[src/verilog/spi_port_pkg.sv]
// constants, register map and state codes of the spi master port
package spi_port_pkg;
   localparam logic [7:0] ADDR_CLK_DIV = 8'hd2;
   localparam logic [7:0] ADDR_STATUS = 8'hd3;
   localparam logic [7:0] ADDR_TX_HOLD = 8'hd4;
   localparam logic [7:0] ADDR_RX_HOLD = 8'hd5;
   localparam logic [7:0] ADDR_CTRL = 8'hd6;
   localparam logic [7:0] ADDR_IRQ_EN = 8'hd7;

   localparam int unsigned CTRL_TE = 6;
   localparam int unsigned CTRL_RE = 5;
   localparam int unsigned CTRL_EN = 4;
   localparam int unsigned CTRL_SSEL = 3;
   localparam int unsigned CTRL_LSB = 2;
   localparam int unsigned CTRL_SPO = 1;

   localparam int unsigned STAT_BUSY = 4;
   localparam int unsigned FLAG_TEND = 3;
   localparam int unsigned FLAG_ROVR = 2;
   localparam int unsigned FLAG_TEMPTY = 1;
   localparam int unsigned FLAG_RFULL = 0;

   localparam logic [7:0] CTRL_RST = 8'h00;
   localparam logic [7:0] CTRL_MASK = 8'h7e;
   localparam logic [7:0] IRQ_EN_RST = 8'h00;
   localparam logic [7:0] IRQ_EN_MASK = 8'h0f;
   localparam logic [7:0] CLK_DIV_RST = 8'h04;
   localparam logic [7:0] CLK_DIV_MASK = 8'hfc;
   localparam logic [3:0] FLAGS_RST = 4'h2;
   localparam logic [7:0] RX_HOLD_RST = 8'h00;

   localparam int unsigned BITS_PER_FRAME = 8;
   localparam int unsigned TX_FIFO_DEPTH = 16;
   localparam int unsigned HALF_W = 7;
   localparam logic [6:0] HALF_MIN = 7'h02;

   typedef enum logic [3:0] {
      ST_IDLE = 4'b0001,
      ST_LEAD = 4'b0010,
      ST_SHIFT = 4'b0100,
      ST_TRAIL = 4'b1000
   } shift_state_t;
endpackage : spi_port_pkg

[src/verilog/spi_tx_fifo.sv]
// transmit holding fifo, flip-flop storage, registered full and empty
`timescale 1ns/1ps
`default_nettype none
module spi_tx_fifo #(
   parameter int unsigned WIDTH = 8,
   parameter int unsigned DEPTH = 16
) (
   input wire logic core_clk, // core clock
   input wire logic resetn, // async reset, active low
   input wire logic in_valid, // push request
   output logic in_ready, // room for a push
   input wire logic [WIDTH-1:0] in_data, // pushed word
   output logic out_valid, // word available
   input wire logic out_ready, // pop request
   output logic [WIDTH-1:0] out_data, // head word
   output logic full_q, // fifo full
   output logic [$clog2(DEPTH+1)-1:0] level_q // words held
);
   localparam int unsigned AW = $clog2(DEPTH);
   localparam int unsigned CW = $clog2(DEPTH+1);

   initial begin
      if (DEPTH < 2 || (DEPTH & (DEPTH - 1)) != 0 || WIDTH < 1) begin
         $error("spi_tx_fifo: DEPTH must be a power of two, at least 2");
      end
   end

   logic [WIDTH-1:0] mem_q [DEPTH];
   logic [AW-1:0] wr_ptr_q;
   logic [AW-1:0] rd_ptr_q;
   logic empty_q;
   logic push;
   logic pop;
   logic [CW-1:0] level_d;

   assign in_ready = ~full_q;
   assign out_valid = ~empty_q;
   assign out_data = mem_q[rd_ptr_q];
   assign push = in_valid & ~full_q;
   assign pop = out_ready & ~empty_q;

   always_comb begin
      level_d = level_q;
      if (push && !pop) begin
         level_d = level_q + CW'(1);
      end else if (pop && !push) begin
         level_d = level_q - CW'(1);
      end
   end

   always_ff @(posedge core_clk) begin
      if (push) begin
         mem_q[wr_ptr_q] <= in_data;
      end
   end

   always_ff @(posedge core_clk or negedge resetn) begin
      if (!resetn) begin
         wr_ptr_q <= '0;
         rd_ptr_q <= '0;
         level_q <= '0;
         full_q <= 1'b0;
         empty_q <= 1'b1;
      end else begin
         if (push) begin
            wr_ptr_q <= wr_ptr_q + AW'(1);
         end
         if (pop) begin
            rd_ptr_q <= rd_ptr_q + AW'(1);
         end
         level_q <= level_d;
         full_q <= (level_d == CW'(DEPTH));
         empty_q <= (level_d == '0);
      end
   end
endmodule : spi_tx_fifo
`default_nettype wire

[src/verilog/spi_rate_divider.sv]
// half-period tick generator for the serial clock
`timescale 1ns/1ps
`default_nettype none
module spi_rate_divider #(
   parameter int unsigned HALF_W = 7
) (
   input wire logic core_clk, // core clock
   input wire logic resetn, // async reset, active low
   input wire logic run, // count while high
   input wire logic [HALF_W-1:0] half_cycles, // core cycles per half period
   output logic tick_q // one-cycle pulse per half period
);
   initial begin
      if (HALF_W < 2) begin
         $error("spi_rate_divider: HALF_W too small");
      end
   end

   logic [HALF_W-1:0] cnt_q;

   always_ff @(posedge core_clk or negedge resetn) begin
      if (!resetn) begin
         cnt_q <= '0;
         tick_q <= 1'b0;
      end else if (!run) begin
         cnt_q <= '0;
         tick_q <= 1'b0;
      end else if (cnt_q >= half_cycles - HALF_W'(1)) begin
         cnt_q <= '0;
         tick_q <= 1'b1;
      end else begin
         cnt_q <= cnt_q + HALF_W'(1);
         tick_q <= 1'b0;
      end
   end
endmodule : spi_rate_divider
`default_nettype wire

[src/verilog/spi_master_port.sv]
// master-only spi port with byte-wide special function registers
// Operation
// master only, eight bits out and in together
// gated clock, one period per bit
// shift on one edge, sample on other
// first bit driven at first clock edge
// polarity 0: bit held rising to rising
// polarity 1: bit held falling to falling
// sample on edge where data is valid
// bit order select, same for both directions
// master and slave registers form ring
// transmit and receive paths double buffered
// write-only transmit, read-only receive holding
// full/empty flags, enabled ones raise interrupt
// reset returns whole port to defaults
// serial clock derived from peripheral clock
// divide by sum of selected divisors
// divider resets to divide by four
// single master, no collision detection
// unselected slave ignores clock, floats data
// at most one slave drives input
// lone slave may start on first edge
// auto select low around each byte
// transmitter disabled holds clock idle
// status read clears four cause flags
// pending byte loaded when transfer ends
// received byte copied, receive flagged full
`timescale 1ns/1ps
`default_nettype none
module spi_master_port #(
   parameter int unsigned DATA_W = 8,
   parameter int unsigned FIFO_DEPTH = 16
) (
   input wire logic core_clk, // core and peripheral clock
   input wire logic resetn, // async reset, active low
   input wire logic peripheral_clock_stop, // power-down, peripheral clock halted
   input wire logic [7:0] sfr_addr, // register address
   input wire logic [7:0] sfr_wdata, // write data
   input wire logic sfr_wr, // write strobe
   input wire logic sfr_rd, // read strobe
   output logic [7:0] sfr_rdata_q, // read data, one cycle after strobe
   output logic irq_q, // interrupt request, active high
   output logic tx_fifo_full_q, // transmit holding full
   output logic serial_clock_out_q, // serial clock pin
   output logic serial_out_line_q, // serial data out pin
   input wire logic serial_in_line, // serial data in pin
   output logic peripheral_select_n_q // slave select pin, active low
);
   initial begin
      if (DATA_W != spi_port_pkg::BITS_PER_FRAME || FIFO_DEPTH < 2) begin
         $error("spi_master_port: unsupported DATA_W or FIFO_DEPTH");
      end
   end

   localparam int unsigned CW = $clog2(FIFO_DEPTH+1);
   localparam logic [2:0] LAST_BIT = 3'(spi_port_pkg::BITS_PER_FRAME - 1);

   // divisor is the masked value itself, half of it per clock phase
   function automatic logic [6:0] half_period(input logic [7:0] div);
      logic [6:0] h;
      h = 7'((div & spi_port_pkg::CLK_DIV_MASK) >> 1);
      if (h < spi_port_pkg::HALF_MIN) begin
         h = spi_port_pkg::HALF_MIN;
      end
      return h;
   endfunction : half_period

   function automatic logic sel_bit(input logic [7:0] v, input int unsigned pos);
      return v[pos];
   endfunction : sel_bit

   logic [7:0] ctrl_q;
   logic [7:0] irq_en_q;
   logic [7:0] clk_div_q;
   logic [3:0] flags_q;
   logic [3:0] flags_d;
   logic [3:0] flags_set;
   logic [7:0] rx_hold_q;
   logic rx_unread_q;
   logic [7:0] shift_q;
   logic [2:0] bit_cnt_q;
   logic phase_q;
   logic in_sync1_q;
   logic in_sync2_q;
   spi_port_pkg::shift_state_t state_q;

   logic clock_polarity_sel;
   logic lsb_first;
   logic run_ok;
   logic tick;
   logic frame_done;
   logic load;
   logic wr_tx;
   logic rd_stat;
   logic rd_rx;
   logic fifo_out_valid;
   logic [7:0] fifo_out_data;
   logic [CW-1:0] fifo_level;
   logic fifo_full;

   assign clock_polarity_sel = sel_bit(ctrl_q, spi_port_pkg::CTRL_SPO);
   assign lsb_first = sel_bit(ctrl_q, spi_port_pkg::CTRL_LSB);
   // transfer runs only with port and transmitter on and clock present
   assign run_ok = sel_bit(ctrl_q, spi_port_pkg::CTRL_EN) &
      sel_bit(ctrl_q, spi_port_pkg::CTRL_TE) & ~peripheral_clock_stop;
   assign wr_tx = sfr_wr & (sfr_addr == spi_port_pkg::ADDR_TX_HOLD);
   assign rd_stat = sfr_rd & (sfr_addr == spi_port_pkg::ADDR_STATUS);
   assign rd_rx = sfr_rd & (sfr_addr == spi_port_pkg::ADDR_RX_HOLD);
   assign load = (state_q == spi_port_pkg::ST_IDLE) & run_ok & fifo_out_valid;
   assign frame_done = (state_q == spi_port_pkg::ST_TRAIL) & tick & run_ok;
   assign tx_fifo_full_q = fifo_full;

   spi_tx_fifo #(
      .WIDTH(DATA_W),
      .DEPTH(FIFO_DEPTH)
   ) u_tx_fifo (
      .core_clk(core_clk),
      .resetn(resetn),
      .in_valid(wr_tx),
      .in_ready(),
      .in_data(sfr_wdata),
      .out_valid(fifo_out_valid),
      .out_ready(load),
      .out_data(fifo_out_data),
      .full_q(fifo_full),
      .level_q(fifo_level)
   );

   spi_rate_divider #(
      .HALF_W(spi_port_pkg::HALF_W)
   ) u_rate (
      .core_clk(core_clk),
      .resetn(resetn),
      .run(run_ok && state_q != spi_port_pkg::ST_IDLE),
      .half_cycles(half_period(clk_div_q)),
      .tick_q(tick)
   );

   // control register writes
   always_ff @(posedge core_clk or negedge resetn) begin
      if (!resetn) begin
         ctrl_q <= spi_port_pkg::CTRL_RST;
         irq_en_q <= spi_port_pkg::IRQ_EN_RST;
         clk_div_q <= spi_port_pkg::CLK_DIV_RST;
      end else if (sfr_wr) begin
         case (sfr_addr)
            spi_port_pkg::ADDR_CTRL: ctrl_q <= sfr_wdata & spi_port_pkg::CTRL_MASK;
            spi_port_pkg::ADDR_IRQ_EN: irq_en_q <= sfr_wdata & spi_port_pkg::IRQ_EN_MASK;
            spi_port_pkg::ADDR_CLK_DIV: clk_div_q <= sfr_wdata & spi_port_pkg::CLK_DIV_MASK;
            default: ;
         endcase
      end
   end

   // input synchroniser
   always_ff @(posedge core_clk or negedge resetn) begin
      if (!resetn) begin
         in_sync1_q <= 1'b0;
         in_sync2_q <= 1'b0;
      end else begin
         in_sync1_q <= serial_in_line;
         in_sync2_q <= in_sync1_q;
      end
   end

   // shift engine; no collision detection, single master only
   always_ff @(posedge core_clk or negedge resetn) begin
      if (!resetn) begin
         state_q <= spi_port_pkg::ST_IDLE;
         shift_q <= '0;
         bit_cnt_q <= '0;
         phase_q <= 1'b0;
         serial_clock_out_q <= 1'b0;
         serial_out_line_q <= 1'b0;
         peripheral_select_n_q <= 1'b1;
      end else if (!run_ok && state_q != spi_port_pkg::ST_IDLE) begin
         state_q <= spi_port_pkg::ST_IDLE;
         serial_clock_out_q <= clock_polarity_sel;
         peripheral_select_n_q <= 1'b1;
      end else begin
         case (state_q)
            spi_port_pkg::ST_IDLE: begin
               serial_clock_out_q <= clock_polarity_sel;
               peripheral_select_n_q <= 1'b1;
               if (load) begin
                  shift_q <= fifo_out_data;
                  bit_cnt_q <= '0;
                  phase_q <= 1'b0;
                  peripheral_select_n_q <= ~sel_bit(ctrl_q, spi_port_pkg::CTRL_SSEL);
                  state_q <= spi_port_pkg::ST_LEAD;
               end
            end
            spi_port_pkg::ST_LEAD: begin
               if (tick) begin
                  state_q <= spi_port_pkg::ST_SHIFT;
               end
            end
            spi_port_pkg::ST_SHIFT: begin
               if (tick && !phase_q) begin
                  // leading edge: drive the next bit
                  serial_clock_out_q <= ~clock_polarity_sel;
                  serial_out_line_q <= lsb_first ? shift_q[0] : shift_q[7];
                  phase_q <= 1'b1;
               end else if (tick) begin
                  // trailing edge: sample, ring shifts one place
                  serial_clock_out_q <= clock_polarity_sel;
                  if (lsb_first) begin
                     shift_q <= {in_sync2_q, shift_q[7:1]};
                  end else begin
                     shift_q <= {shift_q[6:0], in_sync2_q};
                  end
                  phase_q <= 1'b0;
                  bit_cnt_q <= bit_cnt_q + 3'h1;
                  if (bit_cnt_q == LAST_BIT) begin
                     state_q <= spi_port_pkg::ST_TRAIL;
                  end
               end
            end
            spi_port_pkg::ST_TRAIL: begin
               if (tick) begin
                  peripheral_select_n_q <= 1'b1;
                  state_q <= spi_port_pkg::ST_IDLE;
               end
            end
            default: begin
               state_q <= spi_port_pkg::ST_IDLE;
               serial_clock_out_q <= clock_polarity_sel;
               peripheral_select_n_q <= 1'b1;
            end
         endcase
      end
   end

   // receive holding register
   always_ff @(posedge core_clk or negedge resetn) begin
      if (!resetn) begin
         rx_hold_q <= spi_port_pkg::RX_HOLD_RST;
         rx_unread_q <= 1'b0;
      end else if (frame_done && sel_bit(ctrl_q, spi_port_pkg::CTRL_RE)) begin
         rx_hold_q <= shift_q;
         rx_unread_q <= 1'b1;
      end else if (rd_rx) begin
         rx_unread_q <= 1'b0;
      end
   end

   // cause flags: set wins over the read clear
   always_comb begin
      flags_set = '0;
      flags_set[spi_port_pkg::FLAG_TEND] = frame_done & ~fifo_out_valid;
      flags_set[spi_port_pkg::FLAG_ROVR] = frame_done & rx_unread_q &
         sel_bit(ctrl_q, spi_port_pkg::CTRL_RE);
      flags_set[spi_port_pkg::FLAG_TEMPTY] = load & (fifo_level == CW'(1));
      flags_set[spi_port_pkg::FLAG_RFULL] = frame_done &
         sel_bit(ctrl_q, spi_port_pkg::CTRL_RE);
      flags_d = (flags_q & ~{4{rd_stat}}) | flags_set;
   end

   always_ff @(posedge core_clk or negedge resetn) begin
      if (!resetn) begin
         flags_q <= spi_port_pkg::FLAGS_RST;
         irq_q <= 1'b0;
      end else begin
         flags_q <= flags_d;
         irq_q <= |(flags_d & irq_en_q[3:0]);
      end
   end

   // register reads
   always_ff @(posedge core_clk or negedge resetn) begin
      if (!resetn) begin
         sfr_rdata_q <= '0;
      end else if (sfr_rd) begin
         case (sfr_addr)
            spi_port_pkg::ADDR_CTRL: sfr_rdata_q <= ctrl_q;
            spi_port_pkg::ADDR_IRQ_EN: sfr_rdata_q <= irq_en_q;
            spi_port_pkg::ADDR_CLK_DIV: sfr_rdata_q <= clk_div_q;
            spi_port_pkg::ADDR_STATUS: sfr_rdata_q <=
               {3'h0, state_q != spi_port_pkg::ST_IDLE, flags_q};
            spi_port_pkg::ADDR_RX_HOLD: sfr_rdata_q <= rx_hold_q;
            default: sfr_rdata_q <= 8'h00;
         endcase
      end
   end
endmodule : spi_master_port
`default_nettype wire

[config.mk]
export PLATFORM = sky130hd
export DESIGN_NAME = spi_master_port
export DESIGN_NICKNAME = d
export VERILOG_FILES = /design/src/verilog/spi_port_pkg.sv /design/src/verilog/spi_tx_fifo.sv /design/src/verilog/spi_rate_divider.sv /design/src/verilog/spi_master_port.sv
export SDC_FILE = /design/constraint.sdc
export NUM_CORES = 1
export LEC_CHECK = 0
export BUFFER_PORTS_ARGS = -buffer_cell sky130_fd_sc_hd__buf_2
export CAP_MARGIN = 20
export CORE_MARGIN = 1.5
export CORE_UTILIZATION = 51
export CTS_CLUSTER_DIAMETER = 30
export CTS_CLUSTER_SIZE = 24
export DETAILED_ROUTE_END_ITERATION = 10
export PLACE_DENSITY = 0.76
export SYNTH_ARGS = -nofsm -noshare
export SYNTH_HDL_FRONTEND = slang
export SYNTH_HIERARCHICAL = 1
export SYNTH_SLANG_ARGS = --single-unit
[constraint.sdc]
create_clock -name core_clk -period 3.2 [get_ports core_clk]
set_clock_uncertainty 0.1 [all_clocks]
set_input_delay 0.48 -clock core_clk [delete_from_list [all_inputs] [get_ports core_clk]]
set_output_delay 0.48 -clock core_clk [all_outputs]
set_load 0.005 [all_outputs]
==> results.txt, run 1 <==
number of global-route vias before repair: 5933
Fin. Hold Viols: 0
initial antenna violation count: 0
height of the die: 139 um
crit-path most repeated cell: ha_1
Pwr per Cell Area: 659 mW/mm^2
pre-CTS WS: 0.194 ns
Final Wtd Congestion: 0.942
DRC: 0
Crit. End Element: register
CP peak stage delay: 0.53 ns
Row Count: 49
max_cap viols: 0
DR WL/cell: 21.2 um
setup violators final: 0
CTS HTree Levels: 2
final antenna-violating net count: 0
Antenna Cells: 0
CTS Buf Count: 40
# IOs: 35
Post-Synthesis Mean Instance Area: 14.6 sq um
slowest CP cell: or4_1
fin nets: 737
I/O Buffers: 34
Finished Cell Area: 0.0112 sq mm
Via density: 5.98
Initial DRC Count: 415
Root Buffer: clkbuf_16
HPWL Detailed: 13300 um
PnR worst setup slack: 0.338 ns
LEAKAGE: 4.39 nW
Max Freq: 349 MHz
die width: 139 um
Crit Path Category: reg -> reg
worst-path cell chain: or4_1 > o21bai_1 > inv_1 > ha_1 > nand2_1 > nor3_1 > xnor2_1 > ha_1 > and4_1 > o21ai_1 > o21ai_2 > nor2_1
post-synthesis cell area: 0.00940 sq mm
CP Launch Type: register
post-synthesis cell count: 642
Overflow after GRT: 0
largest net degree at the start of global routing: 54
Pre-Repair DR Iteration Count: 5
Post-DP Area: 0.00977 sq mm
CTS tree: done
later-pin clock latency in the skew report: 0.54 ns
Worst Path Buf+Inv: 1
Worst Max-Slew Pin Slew: 0.701 ns
Max Slew Vio Count: 0
Layout area overhead: 19.1%
CP max FO: 7
clock slew at reported path FFs: 0.04 ns
CTS Sinks: 210
post-cts sizing count: 0
core box area: 0.0180 sq mm
CP top delay family: simple AND/OR/NAND/NOR gates
fillers: 1284
die area: 0.0193 sq mm
Worst Path Arrival: 3.16 ns
WP data required: 3.50 ns
GRT Util Overall: 21.6%
share of cells above drive strength 1: 25.8%
WL final: 20300 um
min Tclk post-route: 2.86 ns
Ys Warns: 6
outcome: completed
relative slew slack: 53.3%
first-pass GRT wire length: 31900 um
Initial Util: 52.2%
Max VDD drop: 0.659 mV
RSZ-0062 raised after global routing: false
Min-Delay Path Class: in -> reg
maximum buffer depth of the clock tree: 3
vias: 5725
setup_tns: 0 ns
Final Cycle Share: 89.5%
[report_power, final]
| group | internal (W) | switching, W |
|---|---|---|
| clock network | 0.00282 | 0.00142 |
| logic | 0.0000737 | 0.000134 |
| registers | 0.00291 | 0.0000282 |
| total | 0.00580 | 0.00158 |
[registers in the layout, indices dropped and copies added, names as in the netlist, 5 cells and up]
register,cells
clk_div_q,6
ctrl_q,6
rx_hold_q,8
sfr_rdata_q,8
shift_q,8
u_rate/cnt_q,7
u_tx_fifo/level_q,5
u_tx_fifo/mem_q,128
[placed cells by master (no fill, tap or decap), types with 5 or more instances in the layout]
cell type / n
o21ai_0: 16
ha_1: 18
o211ai_1: 9
mux2_2: 26
nor3_1: 9
buf_2: 33
nand2_1: 33
nand3_1: 11
nand2b_1: 8
clkinv_2: 6
dfstp_2: 5
clkinvlp_4: 5
mux2i_1: 21
a22oi_1: 22
dfrtp_1: 76
edfxtp_1: 128
nor2_1: 28
o22ai_1: 9
nor4_1: 5
xnor2_1: 15
and2_1: 18
buf_4: 11
bufinv_16: 5
clkbuf_16: 40
inv_1: 34
mux4_1: 7
nor2b_1: 6
mux4_2: 25
[path summary, 6_finish.rpt]
kind / slack, ns / depth (start not counted) / to / from
worst max-delay path: 0.34 / 12 / u_rate/cnt_q[2] / clk_div_q[7]
worst min-delay path: 0.22 / 2 / sfr_rdata_q[0] / sfr_rd
worst max register to register: 0.34 / 12 / u_rate/cnt_q[2] / clk_div_q[7]
worst min register to register: 0.25 / 0 / in_sync2_q / in_sync1_q
max in group asynchronous: 1.74 / 3 / state_q[0] / resetn
min in group asynchronous: 0.47 / 2 / serial_clock_out_q / resetn
[per-stage QoR]
stage / std cells / util (%) / total power, W / hold slack, ns
floorplan: 643 / - / 0.00308 / 0.0844
global placement: 882 / 54.2 / 0.00318 / 0.240
detailed placement: 882 / 54.2 / 0.00319 / 0.240
CTS: 958 / 62.1 / 0.00744 / 0.203
global route: 958 / 62.1 / 0.00759 / 0.225
finish: 958 / 62.1 / 0.00738 / 0.221
[routing by layer]
metal / vias to the layer above / share of wire, % / wire length, um / global-route usage, %
li1: 2556 / - / - / -
met1: 2891 / 40 / 8120 / 27.2
met2: 230 / 51 / 10300 / 36.6
met3: 48 / 6.1 / 1240 / 4.01
met4: 0 / 3.3 / 665 / 9.98
met5: - / 0 / 0 / 0
[cell type report]
| class | instances | area (sq um) | area share [%] |
|---|---|---|---|
| clock inverter | 27 | 339 | 3.03 |
| timing repair buffer | 47 | 288 | 2.57 |
| clock buffer | 47 | 1070 | 9.53 |
| inverter | 34 | 128 | 1.14 |
| sequential | 210 | 5900 | 52.7 |
| tap | 229 | 287 | 2.56 |
| multi-input combinational | 364 | 3190 | 28.5 |
[timing repair]
action                                 4_1_cts  5_1_grt
hold buffers                                 2        0
endpoints found under the hold margin       50        0
setup endpoints to repair                    0        0
setup buffers                                0        0
Power figures use the tool's default switching activity.
==> inputs of run 2 (changes only) <==
--- a/config.mk
+++ b/config.mk
@@ -6,8 +6,7 @@
 export NUM_CORES = 1
 export LEC_CHECK = 0
 export BUFFER_PORTS_ARGS = -buffer_cell sky130_fd_sc_hd__buf_2
-export CAP_MARGIN = 20
-export CORE_MARGIN = 1.5
+export CAP_MARGIN = 40
 export CORE_UTILIZATION = 51
 export CTS_CLUSTER_DIAMETER = 30
 export CTS_CLUSTER_SIZE = 24
==> run 2 against run 1 <==
Sequential share of layout area increased by 0.33 points. First-iteration DRC count increased by 15%. Critical path depth decreased by 5. Sequential power about the same.
==> results.txt, run 2 (synthesis gave the netlist of run 1 again) <==
CP top delay family: simple AND/OR/NAND/NOR gates
Initial DRC Count: 476 (+15%)
min Tclk post-route: 2.93 ns (+0.0677 ns)
GRT Util Overall: 22.9% (+1.3 points)
setup violators final: 0 (unchanged)
die width: 138 um (-0.72%)
max_cap viols: 0 (unchanged)
most frequent cells in the layout: edfxtp_1 (128), dfrtp_1 (76), clkbuf_16 (40), inv_1 (34)
largest net degree at the start of global routing: 58 (+7.4%)
met2 usage: 38.6% (+1.9 points)
commonest non-fill, non-tap cell in the layout: edfxtp_1
postcts setup bufs: 0 (unchanged)
max reg flops: 128 (unchanged)
Pre-Repair DR Iteration Count: 5 (unchanged)
Final Wtd Congestion: 0.901 (-4.4%)
# IOs: 35 (unchanged)
Max Slew Vio Count: 0 (unchanged)
Root Buffer: clkbuf_16
Via density: 5.98 (about the same)
Crit. End Element: register
height of the die: 138 um (-0.72%)
global routing usage on met3: 3.97% (-0.032 points)
Reg with most FFs: u_tx_fifo/mem_q
maximum buffer depth of the clock tree: 3 (unchanged)
CTS tree: done
routing usage on met1: 29.1% (+1.8 points)
DR WL/cell: 21.4 um (+1.1%)
first-pass GRT wire length: 31900 um (-0.13%)
Pwr per Cell Area: 646 mW/mm^2 (-2.0%)
Crit Path Category: reg -> reg
fin nets: 736 (-0.14%)
final antenna-violating net count: 0 (unchanged)
later-pin clock latency in the skew report: 0.52 ns (-0.02 ns)
Fin. Hold Viols: 0 (unchanged)
CTS Sinks: 210 (unchanged)
Antenna Cells: 0 (unchanged)
HPWL Detailed: 13600 um (+2.4%)
Final Cycle Share: 91.6% (+2.1 points)
die area: 0.0190 sq mm (-1.4%)
CTS HTree Levels: 2 (unchanged)
PnR worst setup slack: 0.270 ns (-0.0677 ns)
WP data required: 3.52 ns (+0.02 ns)
Overflow after GRT: 0 (unchanged)
CP Launch Type: register
Min-Delay Path Class: in -> reg
setup_tns: 0 ns (unchanged)
initial antenna violation count: 0 (unchanged)
slowest CP cell: dfstp_2
core box area: 0.0180 sq mm (unchanged)
Initial Util: 52.2% (unchanged)
number of global-route vias before repair: 5836 (-1.6%)
WL final: 20500 um (+0.92%)
outcome: completed
Max Freq: 341 MHz (-2.3%)
share of cells above drive strength 1: 25.6% (-0.20 points)
Worst Max-Slew Pin Slew: 0.733 ns (+0.0323 ns)
Layout area overhead: 18.4%
worst-path cell chain: or4b_4 > nor3_2 > nor2b_1 > nor2_1 > nor4_1 > o32ai_1 > nor3_1
clock slew at reported path FFs: 0.05 ns (about the same)
Row Count: 49 (unchanged)
Max VDD drop: 0.536 mV (-19%)
Worst Path Buf+Inv: 0 (-1)
most used routing layer: met2
Worst Path Arrival: 3.25 ns (+0.09 ns)
relative slew slack: 51.1% (-2.2 points)
I/O Buffers: 34 (unchanged)
LEAKAGE: 4.36 nW (-0.73%)
CP peak stage delay: 0.64 ns (+0.11 ns)
pre-CTS WS: 0.190 ns (-0.00439 ns)
WHS: 0.249 ns (+0.0284 ns)
CP max FO: 10 (+3)
CTS Buf Count: 39 (-2.5%)
DRC: 0 (unchanged)
vias: 5716 (-0.16%)
RSZ-0062 raised after global routing: false
## run 2: cell types whose count changed in the layout (fill, tap and decap cells not counted), sizes merged
cell      previous run  this run
clkbuf              47        45
clkinvlp             5         4
bufinv               5         3
clkinv              14        13
inv                 37        41
## run 2: per-stage QoR
stage	util (%)	instances	cell area, sq um	power, W
2_1_floorplan	-	643	9400	0.00308
3_3_place_gp	54.2	882	9770	0.00318
3_5_place_dp	54.2	882	9770	0.00319
4_1_cts	61.7	956	11100	0.00725
5_1_grt	61.7	956	11100	0.00739
6_report	61.7	956	11100	0.00719
## run 2: what timing repair did
item / in CTS / in global routing
endpoints found under the hold margin: 51 / 0
gates resized for setup: 0 / 0
setup endpoints to repair: 0 / 0
hold buffers: 2 / 0
## run 2: power by group
part           switching [W]  internal, W  leakage [nW]
combinational       0.000135    0.0000736          1.53
clock                0.00142      0.00262         0.642
sequential         0.0000285      0.00291          2.19
total                0.00159      0.00560          4.36
## run 2: layout make-up
class | count | area, sq um
inverter | 34 | 128
clock buffer | 45 | 1040
multi-input combinational | 364 | 3190
sequential | 210 | 5900
tap | 229 | 287
timing repair buffer | 47 | 288
fill | 1314 | 6900
clock inverter | 27 | 297
## run 2: path summary, 6_finish.rpt
check	from	to	slack, ns	cells after the start
setup / recovery	state_q[0]	u_tx_fifo/empty_q	0.27	7
hold / removal	sfr_rd	sfr_rdata_q[0]	0.25	2
setup reg to reg	state_q[0]	u_tx_fifo/empty_q	0.27	7
hold reg to reg	in_sync1_q	in_sync2_q	0.25	0
max in group asynchronous	resetn	shift_q[4]	1.85	3
min in group asynchronous	resetn	serial_clock_out_q	0.48	2
## run 2: per-layer routing
layer | routed length (um) | part of all wire (%)
met3 | 1280 | 6.2
met2 | 10300 | 50
met4 | 615 | 3.0
met1 | 8250 | 40
met5 | 0 | 0
==> inputs of run 3 (changes only) <==
--- a/config.mk
+++ b/config.mk
@@ -7,11 +7,11 @@
 export LEC_CHECK = 0
 export BUFFER_PORTS_ARGS = -buffer_cell sky130_fd_sc_hd__buf_2
 export CAP_MARGIN = 40
-export CORE_UTILIZATION = 51
+export CORE_UTILIZATION = 40
 export CTS_CLUSTER_DIAMETER = 30
 export CTS_CLUSTER_SIZE = 24
 export DETAILED_ROUTE_END_ITERATION = 10
-export PLACE_DENSITY = 0.76
+export PLACE_DENSITY = 0.64
 export SYNTH_ARGS = -nofsm -noshare
 export SYNTH_HDL_FRONTEND = slang
 export SYNTH_HIERARCHICAL = 1
==> constraint.sdc (replaced) <==
create_clock -name core_clk -period 3.2 [get_ports core_clk]
set_clock_uncertainty 0.1 [all_clocks]
set_input_delay 0.32 -clock core_clk [delete_from_list [all_inputs] [get_ports core_clk]]
set_output_delay 0.32 -clock core_clk [all_outputs]
set_load 0.005 [all_outputs]
==> run 3 against run 2 <==
Die area is 27% higher. Sequential power hardly changed. Design area is 0.65% higher. Global-route usage is 5.2 points lower. Maximum frequency is 0.12% higher. Critical path depth stayed put. Register-to-register slack hardly changed. Critical endpoint is now u_tx_fifo/full_q. Largest cell class unchanged.
==> results.txt, run 3 (synthesis gave the netlist of run 1 again) <==
outcome: completed
LEAKAGE: 4.35 nW (-0.29%)
Worst Path Arrival: 3.27 ns (+0.02 ns)
fillers: 1954 (+49%)
first-pass GRT wire length: 32500 um (+1.8%)
min Tclk post-route: 2.93 ns (-0.00351 ns)
number of global-route vias before repair: 5814 (-0.38%)
Initial Util: 41.1% (-11 points)
Overflow after GRT: 0 (unchanged)
setup_tns: 0 ns (unchanged)
WL final: 20400 um (-0.34%)
core box area: 0.0228 sq mm (+27%)
most frequent cells in the layout: edfxtp_1 (128), dfrtp_1 (76), clkbuf_16 (40), inv_1 (34)
Worst Max-Slew Pin Slew: 0.586 ns (-0.147 ns)
RSZ-0062 raised after global routing: false
Pre-Repair DR Iteration Count: 5 (unchanged)
Crit. End Element: register
maximum buffer depth of the clock tree: 3 (unchanged)
Fin. Hold Viols: 0 (unchanged)
postcts setup bufs: 0 (unchanged)
fin nets: 736 (unchanged)
CP Launch Type: register
max reg flops: 128 (unchanged)
max_cap viols: 0 (unchanged)
Max Slew Vio Count: 0 (unchanged)
Util after Layout: 49.0% (-13 points)
Crit Path Category: reg -> reg
initial antenna violation count: 0 (unchanged)
die area: 0.0241 sq mm (+27%)
CTS Buf Count: 40 (+2.6%)
# IOs: 35 (unchanged)
Row Count: 55 (+12%)
Max Freq: 342 MHz (+0.12%)
Antenna Cells: 0 (unchanged)
WP data required: 3.54 ns (+0.02 ns)
commonest non-fill, non-tap cell in the layout: edfxtp_1
Reg with most FFs: u_tx_fifo/mem_q
Pwr per Cell Area: 631 mW/mm^2 (-2.2%)
CTS HTree Levels: 2 (unchanged)
Min-Delay Path Class: in -> reg
HPWL Detailed: 13800 um (+1.2%)
Layout area overhead: 19.2%
DR WL/cell: 19.7 um (-8.3%)
share of cells above drive strength 1: 25.6% (+0.035 points)
CTS Sinks: 210 (unchanged)
later-pin clock latency in the skew report: 0.52 ns (about the same)
setup violators final: 0 (unchanged)
Final Cycle Share: 91.5% (-0.11 points)
I/O Buffers: 34 (unchanged)
GRT Util Overall: 17.7% (-5.2 points)
clock slew at reported path FFs: 0.06 ns (about the same)
Root Buffer: clkbuf_16
CP max FO: 10 (unchanged)
largest net degree at the start of global routing: 57 (-1.7%)
Initial DRC Count: 432 (-9.2%)
relative slew slack: 60.8% (+9.7 points)
DRC: 0 (unchanged)
final antenna-violating net count: 0 (unchanged)
Via density: 5.47 (-8.5%)
Max VDD drop: 0.520 mV (-3.1%)
height of the die: 155 um (+13%)
CTS tree: done
die width: 155 um (+13%)
Final Wtd Congestion: 0.918 (+1.9%)
vias: 5683 (-0.58%)
-- run 3: changes by cell type in the layout (fill, tap and decap cells not counted) --
cell,before,now
clkinv_1,3,4
bufinv_16,3,2
clkbuf_8,2,0
clkbuf_1,3,1
inv_6,6,9
buf_16,0,1
clkinv_4,4,5
buf_4,11,9
inv_8,1,2
clkinv_16,1,0
-- run 3: final cells by class --
class	count	area (sq um)	area share, %
inverter	34	128	1.14
sequential	210	5900	52.7
clock buffer	41	1000	8.97
clock inverter	31	287	2.56
multi-input combinational	364	3190	28.5
tap	313	392	3.50
timing repair buffer	46	300	2.68
-- run 3: report_power, final --
group / switching [W] / leakage [nW] / internal (W) / total, W
Combinational: 0.000133 / 1.53 / 0.0000759 / 0.000209
Clock: 0.00143 / 0.625 / 0.00250 / 0.00393
Sequential: 0.0000282 / 2.19 / 0.00291 / 0.00294
Total: 0.00159 / 4.35 / 0.00548 / 0.00707
-- run 3: worst paths after layout --
check	cells after the start	to	slack, ns	startpoint
min in group asynchronous	2	sfr_rdata_q[2]	0.18	resetn
min reg2reg	0	in_sync2_q	0.25	in_sync1_q
min	2	sfr_rdata_q[6]	0.08	sfr_rd
max reg2reg	7	u_tx_fifo/full_q	0.27	state_q[0]
max	7	u_tx_fifo/full_q	0.27	state_q[0]
max in group asynchronous	3	clk_div_q[2]	2.17	resetn
-- run 3: per-stage QoR --
step	instances	instance area, sq um	setup slack [ns]	power [W]	hold slack (ns)
2_1_floorplan	643	9400	0.577	0.00308	-0.0756
3_3_place_gp	964	9860	0.405	0.00318	0.240
3_5_place_dp	965	9890	0.294	0.00319	0.169
4_1_cts	1039	11200	0.300	0.00717	0.0621
5_1_grt	1039	11200	0.0295	0.00731	0.0887
6_report	1039	11200	0.273	0.00707	0.0815
-- run 3: critical path, cell delays in order (launching register included) --
cell      delay (ns)
dfstp_2         0.64
or4b_4          0.52
nor3_2          0.22
nor2b_1         0.45
nand3_1         0.16
a21boi_0        0.37
o32ai_1         0.19
nor3b_2         0.19
-- run 3: routing by layer --
layer  global-route usage (%)  part of all wire (%)
met5                        0                     0
met4                     7.00                   2.4
met3                     3.57                   5.2
met2                     29.2                    49
met1                     23.1                    44
-- run 3: repair_timing --
action	4_1_cts	5_1_grt
hold buffers	2	0
endpoints found under the hold margin	28	0
gates resized for setup	0	0
